$ cat src/supply_supervisor_pkg.sv
// constants shared by the supply supervisor reset logic
// assumes a single 100 MHz core clock
package supply_supervisor_pkg;
  localparam int unsigned CLK_PERIOD_NS = 10;
  // release delay after supply recovers, nominal
  localparam int unsigned RELEASE_DELAY_MS = 200;
  localparam int unsigned RELEASE_DELAY_CYCLES =
    (RELEASE_DELAY_MS * 1000000) / CLK_PERIOD_NS;
  localparam int unsigned DELAY_WIDTH = 32;
  // output polarity variants
  localparam logic POLARITY_ACTIVE_LOW = 1'b0;
  localparam logic POLARITY_ACTIVE_HIGH = 1'b1;
  // reset asserted after power-up or system reset
  localparam logic RESET_ACTIVE_AT_RESET = 1'b1;
  typedef enum logic [1:0] {
    st_hold = 2'b00,
    st_delay = 2'b01,
    st_run = 2'b10
  } supervisor_state_t;
endpackage

$ cat src/supply_supervisor_reset.sv
// supply supervisor reset: with clk_en high, holds the system reset while supply is low
// and for a release delay after it recovers; open-drain output pin.
// assumes supply_trip_threshold comes from an analog comparator, synchronous to clock
//
// Summary of operation
// - assert reset whenever supply below threshold and clk_en is high
// - release only after 200ms above threshold
// - reset active from power-up until settled
// - power-up release delay nominally 200ms
// - keep reset asserted throughout power-down while clk_en is high
// - open drain output, selectable polarity
`timescale 1ns/1ns
`default_nettype none
module supply_supervisor_reset
  import supply_supervisor_pkg::*;
#(
  parameter int unsigned DELAY_CYCLES = RELEASE_DELAY_CYCLES,
  parameter logic ACTIVE_HIGH = POLARITY_ACTIVE_LOW
) (
  input wire logic core_clk,
  input wire logic sys_rst,
  input wire logic clk_en,
  input wire logic supply_trip_threshold,
  input wire logic reset_pin_in,
  output logic reset_pin_out,
  output logic reset_pin_oe,
  output logic reset_active
);

  supervisor_state_t state;
  supervisor_state_t next_state;
  logic [DELAY_WIDTH-1:0] delay_count;
  logic delay_done;

  ////////////////////////////////////////////////////////////////////////
  // release delay sequencing

  // last count reached; delay is counted from the first cycle in st_delay, one after the first cycle above trip
  assign delay_done = (delay_count == DELAY_WIDTH'(DELAY_CYCLES - 1));

  always_comb begin
    next_state = state;
    unique case (state)
      st_hold: begin
        // leave hold only once supply above trip
        if (supply_trip_threshold) begin
          next_state = st_delay;
        end
      end
      st_delay: begin
        if (!supply_trip_threshold) begin
          next_state = st_hold;
        end else if (delay_done) begin
          next_state = st_run;
        end
      end
      st_run: begin
        if (!supply_trip_threshold) begin
          next_state = st_hold;
        end
      end
      default: next_state = st_hold;
    endcase
  end

  // state register; system reset stands for power-up
  always_ff @(posedge core_clk) begin
    if (sys_rst) begin
      state <= st_hold;
    end else if (clk_en) begin
      state <= next_state;
    end
  end

  always_ff @(posedge core_clk) begin
    if (sys_rst) begin
      delay_count <= '0;
    end else if (clk_en) begin
      if (state == st_delay && supply_trip_threshold && !delay_done) begin
        delay_count <= delay_count + 1'b1;
      end else begin
        delay_count <= '0; // full restart on any dip
      end
    end
  end

  ////////////////////////////////////////////////////////////////////////
  // open-drain output; reset_pin_in unused, the pin is wired-or

  // reset held in every non-run state
  always_ff @(posedge core_clk) begin
    if (sys_rst) begin
      reset_active <= RESET_ACTIVE_AT_RESET;
    end else if (clk_en) begin
      reset_active <= (next_state != st_run);
    end
  end

  // drive only the low level
  // active low pulls down when asserted; active high pulls down when idle
  always_ff @(posedge core_clk) begin
    if (sys_rst) begin
      reset_pin_out <= 1'b0;
      reset_pin_oe <= !ACTIVE_HIGH;
    end else if (clk_en) begin
      reset_pin_out <= 1'b0;
      reset_pin_oe <= ACTIVE_HIGH ? (next_state == st_run)
                                  : (next_state != st_run);
    end
  end

  logic unused_pin;
  assign unused_pin = reset_pin_in;

endmodule
`default_nettype wire

$ cat config.mk
export PLATFORM = sky130hd
export DESIGN_NAME = supply_supervisor_reset
export DESIGN_NICKNAME = d
export VERILOG_FILES = /design/src/supply_supervisor_pkg.sv /design/src/supply_supervisor_reset.sv
export SDC_FILE = /design/constraint.sdc
export NUM_CORES = 1
export LEC_CHECK = 0
export BUFFER_PORTS_ARGS = -buffer_cell sky130_fd_sc_hd__buf_2
export CAP_MARGIN = 20
export CORE_AREA = 5 5 68 70
export DETAILED_ROUTE_END_ITERATION = 7
export DIE_AREA = 0 0 73 75
export GPL_TIMING_DRIVEN = 0
export PLACE_DENSITY = 0.67
export SLEW_MARGIN = 20
export SYNTH_ARGS = -nofsm -noshare
export SYNTH_HDL_FRONTEND = slang
export SYNTH_SLANG_ARGS = --single-unit
$ cat constraint.sdc
create_clock -name core_clk -period 3.01 [get_ports core_clk]
set_clock_uncertainty 0.15 [all_clocks]
set_input_delay 0.7525 -clock core_clk [delete_from_list [all_inputs] [get_ports core_clk]]
set_output_delay 0.7525 -clock core_clk [all_outputs]
set_load 0.05 [all_outputs]
## Word level (Yosys, flattened, before mapping)

Cells that the tools add are included.

- Mux-type cells: 6
- Reduce and logical (&&, ||, !) cells: 4
- $add $sub $neg: 1
- Equal/unequal tests: 4

Operator list:

| cell | count |
|---|---|
| 32-bit by 1-bit adder with 32-bit output (second input constant) | 1 |
| 32-bit by 25-bit == test with 1-bit output (second input constant) | 1 |
| 32-bit two-way mux | 1 |
| 2-bit two-way mux | 4 |
| 2-bit case mux with 3 select lines | 1 |
| 2-bit by 1-bit == test with 1-bit output (second input constant) | 1 |
| 2-bit == test (second input constant) | 1 |
| 1-bit logical AND | 2 |
| 2-bit zero test | 1 |
| 2-bit != test (second input constant) | 1 |
| 1-bit zero test | 1 |

- Word-level logic and storage cells: 18
- Bits in registers: 35
- Output and inout port bits: 3

## Longest topological paths before layout

Gate-level depths: netlist (run 1).

- Word-level depth: 5
- Mapped depth: 7

## Least setup slack after synthesis (run 1)

No wires, ideal clock.

- Kind: flip-flop to flip-flop
- Start: register delay_count[0]
- End: register delay_count[28]
- Period minus slack after synthesis: 2.340 ns
- Library setup time: 0.075 ns
- Cell stages (with the launch flop): 8
- Path slack: 0.670 ns
- Required time: 2.785 ns
- Path buffers: 2
- Arrival time: 2.115 ns
- Cells stage by stage: dfxtp_1 > ha_1 > nand4_1 > or4_1 > buf_2 > buf_6 > or4_4 > a22oi_2

- Word-level cells in the longest chain between the ends: 4

Ends and longest elaborated chain:

| item | RTL line | text |
|---|---|---|
| start, declared | supply_supervisor_reset.sv:32 | `logic [DELAY_WIDTH-1:0] delay_count;` |
| start signal, assigned | supply_supervisor_reset.sv:80 | `delay_count <= delay_count + 1'b1;` |
| parallel branches: the longest is 3 deep, another holds 32-bit by 1-bit adder with 32-bit output | - |  |
| 32-bit two-way mux * | supply_supervisor_reset.sv:79 | `if (state == st_delay && supply_trip_threshold && !delay_done) begin` |

Mark *: on every way between the ends.
A chain may end at the register's enable or synchronous reset.

## Worst setup path after layout (run 1)

- Start: register delay_count[0]
- End: register delay_count[7]

Same word-level chain as after synthesis.

==> results by stage, run 1 <==
Synth:
- Synthesis produced a netlist whose cell count is 225.
- Summing the areas of all and, or, nand and nor instances in the mapped netlist gives approximately 30% of the synthesized area.
- The synthesized design contains 35 register bits.
- Summing the areas of all compound-gate instances in the mapped netlist gives 19.7% of the synthesized area.
- The cell area after synthesis is 1870 µm².
- For this run, the number of Yosys warnings is 0.
- By area, the combinational part of the netlist is dominated by simple AND/OR/NAND/NOR gates.
- The mean instance size in the synthesized netlist is about 8.3 µm².
- The xor and xnor fraction of the mapped netlist area is 6.07%.
- The share of cell area taken by muxes after synthesis is 0.534%.
- For this run, the register share of the synthesized area comes to a little under two fifths.
- The synthesized netlist contains 41 unique library cells.
- The synthesized net count is approximately 230.
- The synthesized netlist devotes 0.668% of its cell area to adder and majority cells.

Final layout:
- The final cell count without fillers is 288.
- The footprint of the multi-input gates is 1070 µm².
- The area growth from synthesis to layout is 9.01%.
- The count of nets after finishing is 243.
- The final cell utilization of the core is 52.2%.
- The fraction of layout cells with a size suffix above 1 is 9.66%.
- In the layout the commonest cells are sky130_fd_sc_hd__dfxtp_1, sky130_fd_sc_hd__nand2_1, sky130_fd_sc_hd__nand4_1, sky130_fd_sc_hd__a21oi_1, sky130_fd_sc_hd__or4_1.
- Counting the fill cells in the layout gives 405.
- Summing all non-filler instances in the final layout gives an area of around 2000 µm².
- The number of antenna diodes in the final layout is 0.
- The area taken by flip-flops and latches is approximately 700 µm².
- Leaving out fill and tap cells, the most frequent cell in the layout is sky130_fd_sc_hd__dfxtp_1.

Clocking:
- Counting every sink on the clock net gives 35.
- The number of instances resized during post-cts repair is 0.
- The number of buffers on the longest clock path is 2.
- The post-CTS setup repair buffer count is 0.
- The number of buffers added to fix hold violations after cts is 0.
- The later pin in the worst-skew pair is clocked with a latency of 0.29 ns.
- Counting the buffers created by CTS gives 5.
- The CTS root buffer is sky130_fd_sc_hd__clkbuf_8.
- The TritonCTS clock tree is done.
- The clock-pin slew reported for the worst setup and hold paths after clock tree synthesis is 0.07 ns.
- The total number of H-tree levels is 2.

Drt:
- The remaining routing DRC violations is 0.
- For this run, the detailed router's first-pass iteration total came to 5.
- The number of DRC violations after detailed-routing iteration 0 is 110.
- The remaining number of nets flagged by the antenna check after routing is 0.
- The routed design has roughly 4500 µm of wire.
- The number of vias per cell after detailed routing is between 6 and 7.
- In the final routed layout, each cell accounts on average for 15.7 µm.
- The total number of vias is 1767.

STA:
- The final hold violation count came to 0.
- The highest achievable clock rate is about 0.38 GHz.
- The total count of max-transition violations in the final report is 0.
- The final hold slack is 0.362 ns.
- After layout, the minimum clock period comes to roughly 2.6 ns.
- Setup violations remaining at the end of the flow were counted as 0.
- In the post-route analysis, the smallest setup slack over all paths is 0.376 ns.
- The remaining max-slew budget at the tightest pin is 57.2%.
- Setup repair after global routing left no endpoint under its margin.
- The transition time at the pin with the least slew margin is roughly 0.64 ns.
- Dividing the final minimum period by the clock period gives 87.5%.
- The summed negative setup slack over all endpoints is 0 ns.

Setup path:
- In this run the worst setup path begins at delay_count[0]$_SDFFE_PP0P_.
- The worst setup slack for register-to-register paths is about 0.38 ns.
- The data required time of the worst path is 3.02 ns.
- STA classifies the critical path endpoint as a register.
- The cell family contributing the most delay on the critical path is simple AND/OR/NAND/NOR gates.
- The termination of the worst setup path is delay_count[7]$_SDFFE_PP0P_.
- The largest individual stage delay along the critical path comes from the cell sky130_fd_sc_hd__or4_1.
- In this run the critical register-to-register path is launched from delay_count[0]$_SDFFE_PP0P_.
- STA classifies the critical path startpoint as a register.
- Of all nets on the critical path, the largest fanout is 10.
- The endpoint of the worst-slack reg-to-reg timing path is delay_count[7]$_SDFFE_PP0P_.
- The cell depth of the worst flop-to-flop path is 7.
- The most numerous cell on the critical path is sky130_fd_sc_hd__buf_2.
- The logic depth of the worst setup path including buffers is 7.
- In this design, the stage delay of the slowest critical-path cell is 0.62 ns.
- The total buffers and inverters traversed by the critical path is 2.
- Data arrives at the worst endpoint at 2.64 ns.
- Walking the worst path, the cells encountered are ha_1 > nand4_1 > or4_1 > o21ai_0 > buf_2 > buf_2 > a21oi_1.
- The type of the worst setup path is register to register.

Worst hold path:
- The worst min-delay path category is register to register.
- The depth of the worst hold-timing path is 2.

Die:
- The floorplan step defined a die boundary enclosing 5480 µm².
- For this design the top-level I/O count stands at 8.
- The standard-cell row count is 23.
- In this run the standard cell core region covers 3910 µm².
- The effective utilization at floorplan is 47.9%.
- The die extent in x is 73 µm.
- The vertical die dimension is 75 µm.

Power and ir drop:
- Total power for the finished layout comes to 0.834 mW.
- The static leakage is approximately 0.61 nW.
- The largest voltage drop on the vdd net is between 0.2 and 0.25 mV.
- The total power per unit cell area is slightly above 400 nW/µm².

Placed design:
- The congestion estimate from routability-driven global placement came to roughly 0.85.
- The placed instances occupy a cell area of 1960 µm².
- Before CTS, the worst setup slack after placement is 0.331 ns.
- The half-perimeter wire length after detailed placement is 3170 µm.
- Counting tap cells, the placed design contains a total of 280 instances.
- Buffers placed on the I/O ports in this run total 5.

Flow run:
- The tool flagged a number of max-cap violations equal to 0.

GRT:
- The first-pass GRT wire length is 7590 µm.
- Entering global routing, the biggest net connects 11 pins.
- The all-layer global routing usage is approximately 18%.
- The aggregate global routing overflow is 0.
- The number of antenna violations at the first check in global routing was 0.
- The number of global-route vias before repair is 1654.

Outcome:
- The flow ran to the end, and the final reports show no timing, DRC or antenna violations.
## cell usage after synthesis (all sizes together)
master   instances  area share, %
or3              4            1.3
clkbuf           8            1.6
nand2           20            4.0
buf              8            2.7
nand4bb          1           0.60
nand3            3           0.80
a211oi           1           0.40
a211o            1           0.47
nor3             4            1.1
or2              1           0.33
o21bai           1           0.40
and2             1           0.33
a21oi           18            4.8
xor2             4            1.9
a21boi           1           0.40
and4             5            2.3
dfxtp           35             37
or4             16            6.6
a22oi           14            5.9
a311oi           1           0.47
nor2b            1           0.33
ha               1           0.67
a31o             1           0.47
inv              6            1.2
nand4           19            6.7
nand3b           1           0.40
o31ai            8            3.2
mux2i            1           0.53
nor3b            1           0.40
o21ai           12            3.2
nor4             7            2.3
conb             1           0.20
nor2             7            1.4
xnor2            9            4.2
and3             3            1.0
## cell type report
type / instances / share of cell area (%)
Multi-Input combinational cell: 168 / 52.4
Sequential cell: 35 / 34.3
Buffer: 16 / 3.92
Clock buffer: 7 / 3.74
Tap cell: 50 / 3.06
Timing Repair Buffer: 5 / 1.22
Inverter: 6 / 1.10
Clock inverter: 1 / 0.245
## tightest hold or removal path: stages (launching register included)
cell and delay, ns:
sky130_fd_sc_hd__dfxtp_1 0.35, sky130_fd_sc_hd__nand2_1 0.07, sky130_fd_sc_hd__a21oi_1 0.06
## routing by layer
metal / routed length (µm) / track usage [%] / part of all wire, %
met1: 2140 / 22.8 / 47
met2: 2040 / 28.2 / 45
met5: 0 / 0 / 0
met4: 123 / 9.02 / 2.7
met3: 205 / 4.14 / 4.5
## registers in the layout, summed over array words and instances, names as in the netlist
name and cells:
delay_count 32, reset_pin_oe 1, state 2
## power breakdown
part / total (mW) / internal, mW / switching [mW]
registers: 0.468 / 0.465 / 0.00317
clock network: 0.331 / 0.162 / 0.168
logic: 0.0350 / 0.00994 / 0.0251
total: 0.834 / 0.637 / 0.197
## worst min-delay path by stage
| stage | startpoint | to | slack, ns |
|---|---|---|---|
| after floorplan | state[1]$_SDFFE_PP0P_ | state[1]$_SDFFE_PP0P_ | 0.30 |
| after global placement | state[1]$_SDFFE_PP0P_ | state[1]$_SDFFE_PP0P_ | 0.34 |
| after detailed placement | state[1]$_SDFFE_PP0P_ | state[1]$_SDFFE_PP0P_ | 0.35 |
| after CTS | state[1]$_SDFFE_PP0P_ | state[1]$_SDFFE_PP0P_ | 0.36 |
| after global routing | state[1]$_SDFFE_PP0P_ | state[1]$_SDFFE_PP0P_ | 0.39 |
| final | state[1]$_SDFFE_PP0P_ | state[1]$_SDFFE_PP0P_ | 0.36 |
## logic make-up after synthesis
| kind of cell | count (synthesis) |
|---|---|
| flops | 35 |
| xor+xnor | 13 |
| buf+inv | 22 |
| mux | 1 |
| compound gates | 58 |
| simple gates | 94 |
| fa+ha+maj | 1 |
| other cells | 1 |
(Power assumes the default switching activity.)
==> run 2: changes to the inputs <==
--- a/config.mk
+++ b/config.mk
@@ -6,12 +6,11 @@
 export NUM_CORES = 1
 export LEC_CHECK = 0
 export BUFFER_PORTS_ARGS = -buffer_cell sky130_fd_sc_hd__buf_2
-export CAP_MARGIN = 20
-export CORE_AREA = 5 5 68 70
+export CORE_AREA = 5 5 65 67
 export DETAILED_ROUTE_END_ITERATION = 7
-export DIE_AREA = 0 0 73 75
+export DIE_AREA = 0 0 70 72
 export GPL_TIMING_DRIVEN = 0
-export PLACE_DENSITY = 0.67
+export PLACE_DENSITY = 0.72
 export SLEW_MARGIN = 20
 export SYNTH_ARGS = -nofsm -noshare
 export SYNTH_HDL_FRONTEND = slang
==> constraint.sdc (replaced) <==
create_clock -name core_clk -period 2.45 [get_ports core_clk]
set_clock_uncertainty 0.15 [all_clocks]
set_input_delay 0.6125 -clock core_clk [delete_from_list [all_inputs] [get_ports core_clk]]
set_output_delay 0.6125 -clock core_clk [all_outputs]
set_load 0.05 [all_outputs]
==> run 2 against run 1 <==
Sequential cell count unchanged. Highest routed layer unchanged. Largest cell class unchanged. Global-route usage up 0.30 points. Sequential share of layout area down 0.18 points. Design area up 1.8%.
==> results by stage, run 2 (synthesis results as in run 1) <==
Placed design:
- The congestion estimate from routability-driven global placement came to 0.909.
- In this run the tool buffered the top-level ports with 5 buffer cells.
- The pre-CTS setup slack is -0.141 ns.
- After detailed placement, the design holds a cell count of around 280.
- The half-perimeter wire length after detailed placement is 3100 µm.

Setup path:
- The start of the worst register-to-register path is delay_count[0]$_SDFFE_PP0P_.
- The timing startpoint of the critical path is delay_count[0]$_SDFFE_PP0P_.
- STA classifies the critical path endpoint as a register.
- In this run the worst path has a maximum fanout of 10.
- The kind of launch point of the worst setup path is a register.
- The data required time of the worst path is 2.52 ns.
- Data on the critical path arrives at its endpoint at between 2 and 2.5 ns.
- The type of the worst setup path is register to register.

STA:
- The highest achievable clock rate is 0.429 GHz.
- The transition time at the pin with the least slew margin is between 0.6 and 0.7 ns.
- The summed negative setup slack over all endpoints is 0 ns.
- The worst setup slack after layout is 0.120 ns.
- The count of final setup violators is 0.
- The portion of the clock cycle consumed by the worst path in the final layout is a little over nine tenths.
- The minimum clock period is ~2.3 ns.
- Setup repair after global routing left no endpoint under its margin.
- The total count of max-transition violations in the final report came to 0.
- The final hold violation count is 0.
- The remaining max-slew budget at the tightest pin is 55.4%.

Final layout:
- 0 antenna diodes ended up in the layout.
- The library cells used most frequently in the layout, excluding fill and tap cells, are sky130_fd_sc_hd__dfxtp_1, sky130_fd_sc_hd__nand2_1, sky130_fd_sc_hd__nand4_1, sky130_fd_sc_hd__a21oi_1, sky130_fd_sc_hd__or4_1.
- The layout-stage area growth over the synthesis result is 10.9%.
- The fraction of layout cells with a size suffix above 1 is 16.1%.
- The register containing the most flip-flops in the final layout is delay_count.
- The register with the most flip-flops in the layout has 32 of them.
- The largest registers in the layout are delay_count: 32 flops, state: 2 flops, reset_pin_oe: 1 flops.
- The finished layout holds 290 standard cells, fillers aside.
- The total of fill cells in the finished design is 336.
- The most common cell after layout, fill and taps aside is sky130_fd_sc_hd__dfxtp_1.
- After the last flow step, the layout net total stands at 248.

Clocking:
- The clock-pin slew reported for the worst setup and hold paths after clock tree synthesis is 0.11 ns.
- The number of clock sinks is 35.
- No sink is reached through more buffers than the 2 on the longest clock path.
- The CTS root buffer is sky130_fd_sc_hd__clkbuf_4.
- The number of buffers inserted during clock tree synthesis is 5.
- The number of hold buffers added after CTS was 0.
- The clock tree synthesis step divided the H-tree into 2 levels.
- At the later pin of the worst-skew pair, clock insertion delay measures 0.34 ns.
- TritonCTS built the clock tree.

Drt:
- The detail route stage leaves a number of antenna-violating nets equal to 0.
- The remaining routing DRC violations is 0.
- The routed length per placed instance is around 15 µm.
- The total number of vias is 1760.
- The total length of routed wires is 4490 µm.
- The number of DRC violations after detailed-routing iteration 0 is 135.
- The number of search-and-repair iterations in the first detailed-routing pass is 4.
- After detailed routing, the number of vias per cell comes to 6.07.

Worst hold path:
- The worst hold path begins at sys_rst.
- In this run the worst hold path is classified as input pin to register.

Die:
- After floorplanning, the core was sized to cover 3580 µm².
- The die extent in x is 70 µm.
- Once the floorplan was initialized, standard cells occupied 52.4% of the core.
- The overall die area is roughly 5000 µm².
- The number of top-level pins is 8.
- In this run the vertical extent of the chip is 72 µm.
- The floorplan has 22 rows.

GRT:
- The number of global-route vias before repair was 1567.
- The first global-routing pass estimated 7340 µm of wire.
- The number of antenna violations at the first check in global routing is 0.
- Entering global routing, the biggest net connects 11 pins.
- The all-layer global routing usage is ~18%.
- The aggregate global routing overflow is 0.

Flow run:
- The tool flagged a number of max-cap violations equal to 0.

Power and ir drop:
- The largest voltage drop on the vdd net is 0.312 mV.
- For this design the ratio of total power to cell area is roughly 460 nW/µm².
- For this design the static power due to leakage is ~0.64 nW.

Outcome:
- The run finished with clean final reports.
run 2: power by group:
part	switching [mW]	leakage [nW]	total, mW	internal (mW)
logic	0.0332	0.318	0.0493	0.0161
clock network	0.191	0.0341	0.324	0.133
registers	0.00283	0.285	0.574	0.571
total	0.227	0.637	0.947	0.720
run 2: final cells by class:
cell class / count / area, µm² / share of cell area [%]
inverter: 6 / 22.5 / 1.08
buffer: 15 / 83.8 / 4.03
multi-input combinational: 168 / 1080 / 51.8
sequential: 35 / 709 / 34.1
timing repair buffer: 11 / 70.1 / 3.37
clock inverter: 1 / 5.00 / 0.241
clock buffer: 6 / 51.3 / 2.47
tap: 48 / 60.1 / 2.89
run 2: final timing paths:
path | endpoint | slack (ns) | cells past startpoint
worst max-delay path | delay_count[1]$_SDFFE_PP0P_ | 0.12 | 7
worst min-delay path | state[1]$_SDFFE_PP0P_ | 0.34 | 2
worst max register to register | delay_count[1]$_SDFFE_PP0P_ | 0.12 | 7
worst min register to register | state[1]$_SDFFE_PP0P_ | 0.36 | 2
run 2: through the flow:
stage               utilization (%)  instance area, µm²  power (mW)  hold slack (ns)
floorplan                         -                1870       0.617            0.302
global placement               54.8                1960       0.630            0.338
detailed placement             54.8                1960       0.631            0.340
CTS                            56.6                2030       0.952            0.334
global route                   58.1                2080       0.989            0.337
finish                         58.1                2080       0.947            0.344
run 2: routing by layer:
metal  up-vias  global-route usage (%)  wire length, µm
li1        897                       -                -
met1       810                    23.5             2010
met2        44                    30.7             2100
met3         9                    3.74              303
met4         0                    5.11               73
met5         -                       0                0
run 2: timing repair:
action,in CTS,in global routing
setup buffers,0,6
pin swaps,0,2
cloned,0,0
gates resized for setup,5,9
endpoints found under the setup margin,20,22
run 2: worst max-delay path, stage by stage, from the launching register on:
cell and delay [ns]:
sky130_fd_sc_hd__dfxtp_4 0.37, sky130_fd_sc_hd__ha_2 0.19, sky130_fd_sc_hd__nand4_1 0.14, sky130_fd_sc_hd__or4_1 0.62
sky130_fd_sc_hd__o21ai_1 0.20, sky130_fd_sc_hd__buf_4 0.21, sky130_fd_sc_hd__buf_2 0.23, sky130_fd_sc_hd__a21oi_1 0.09
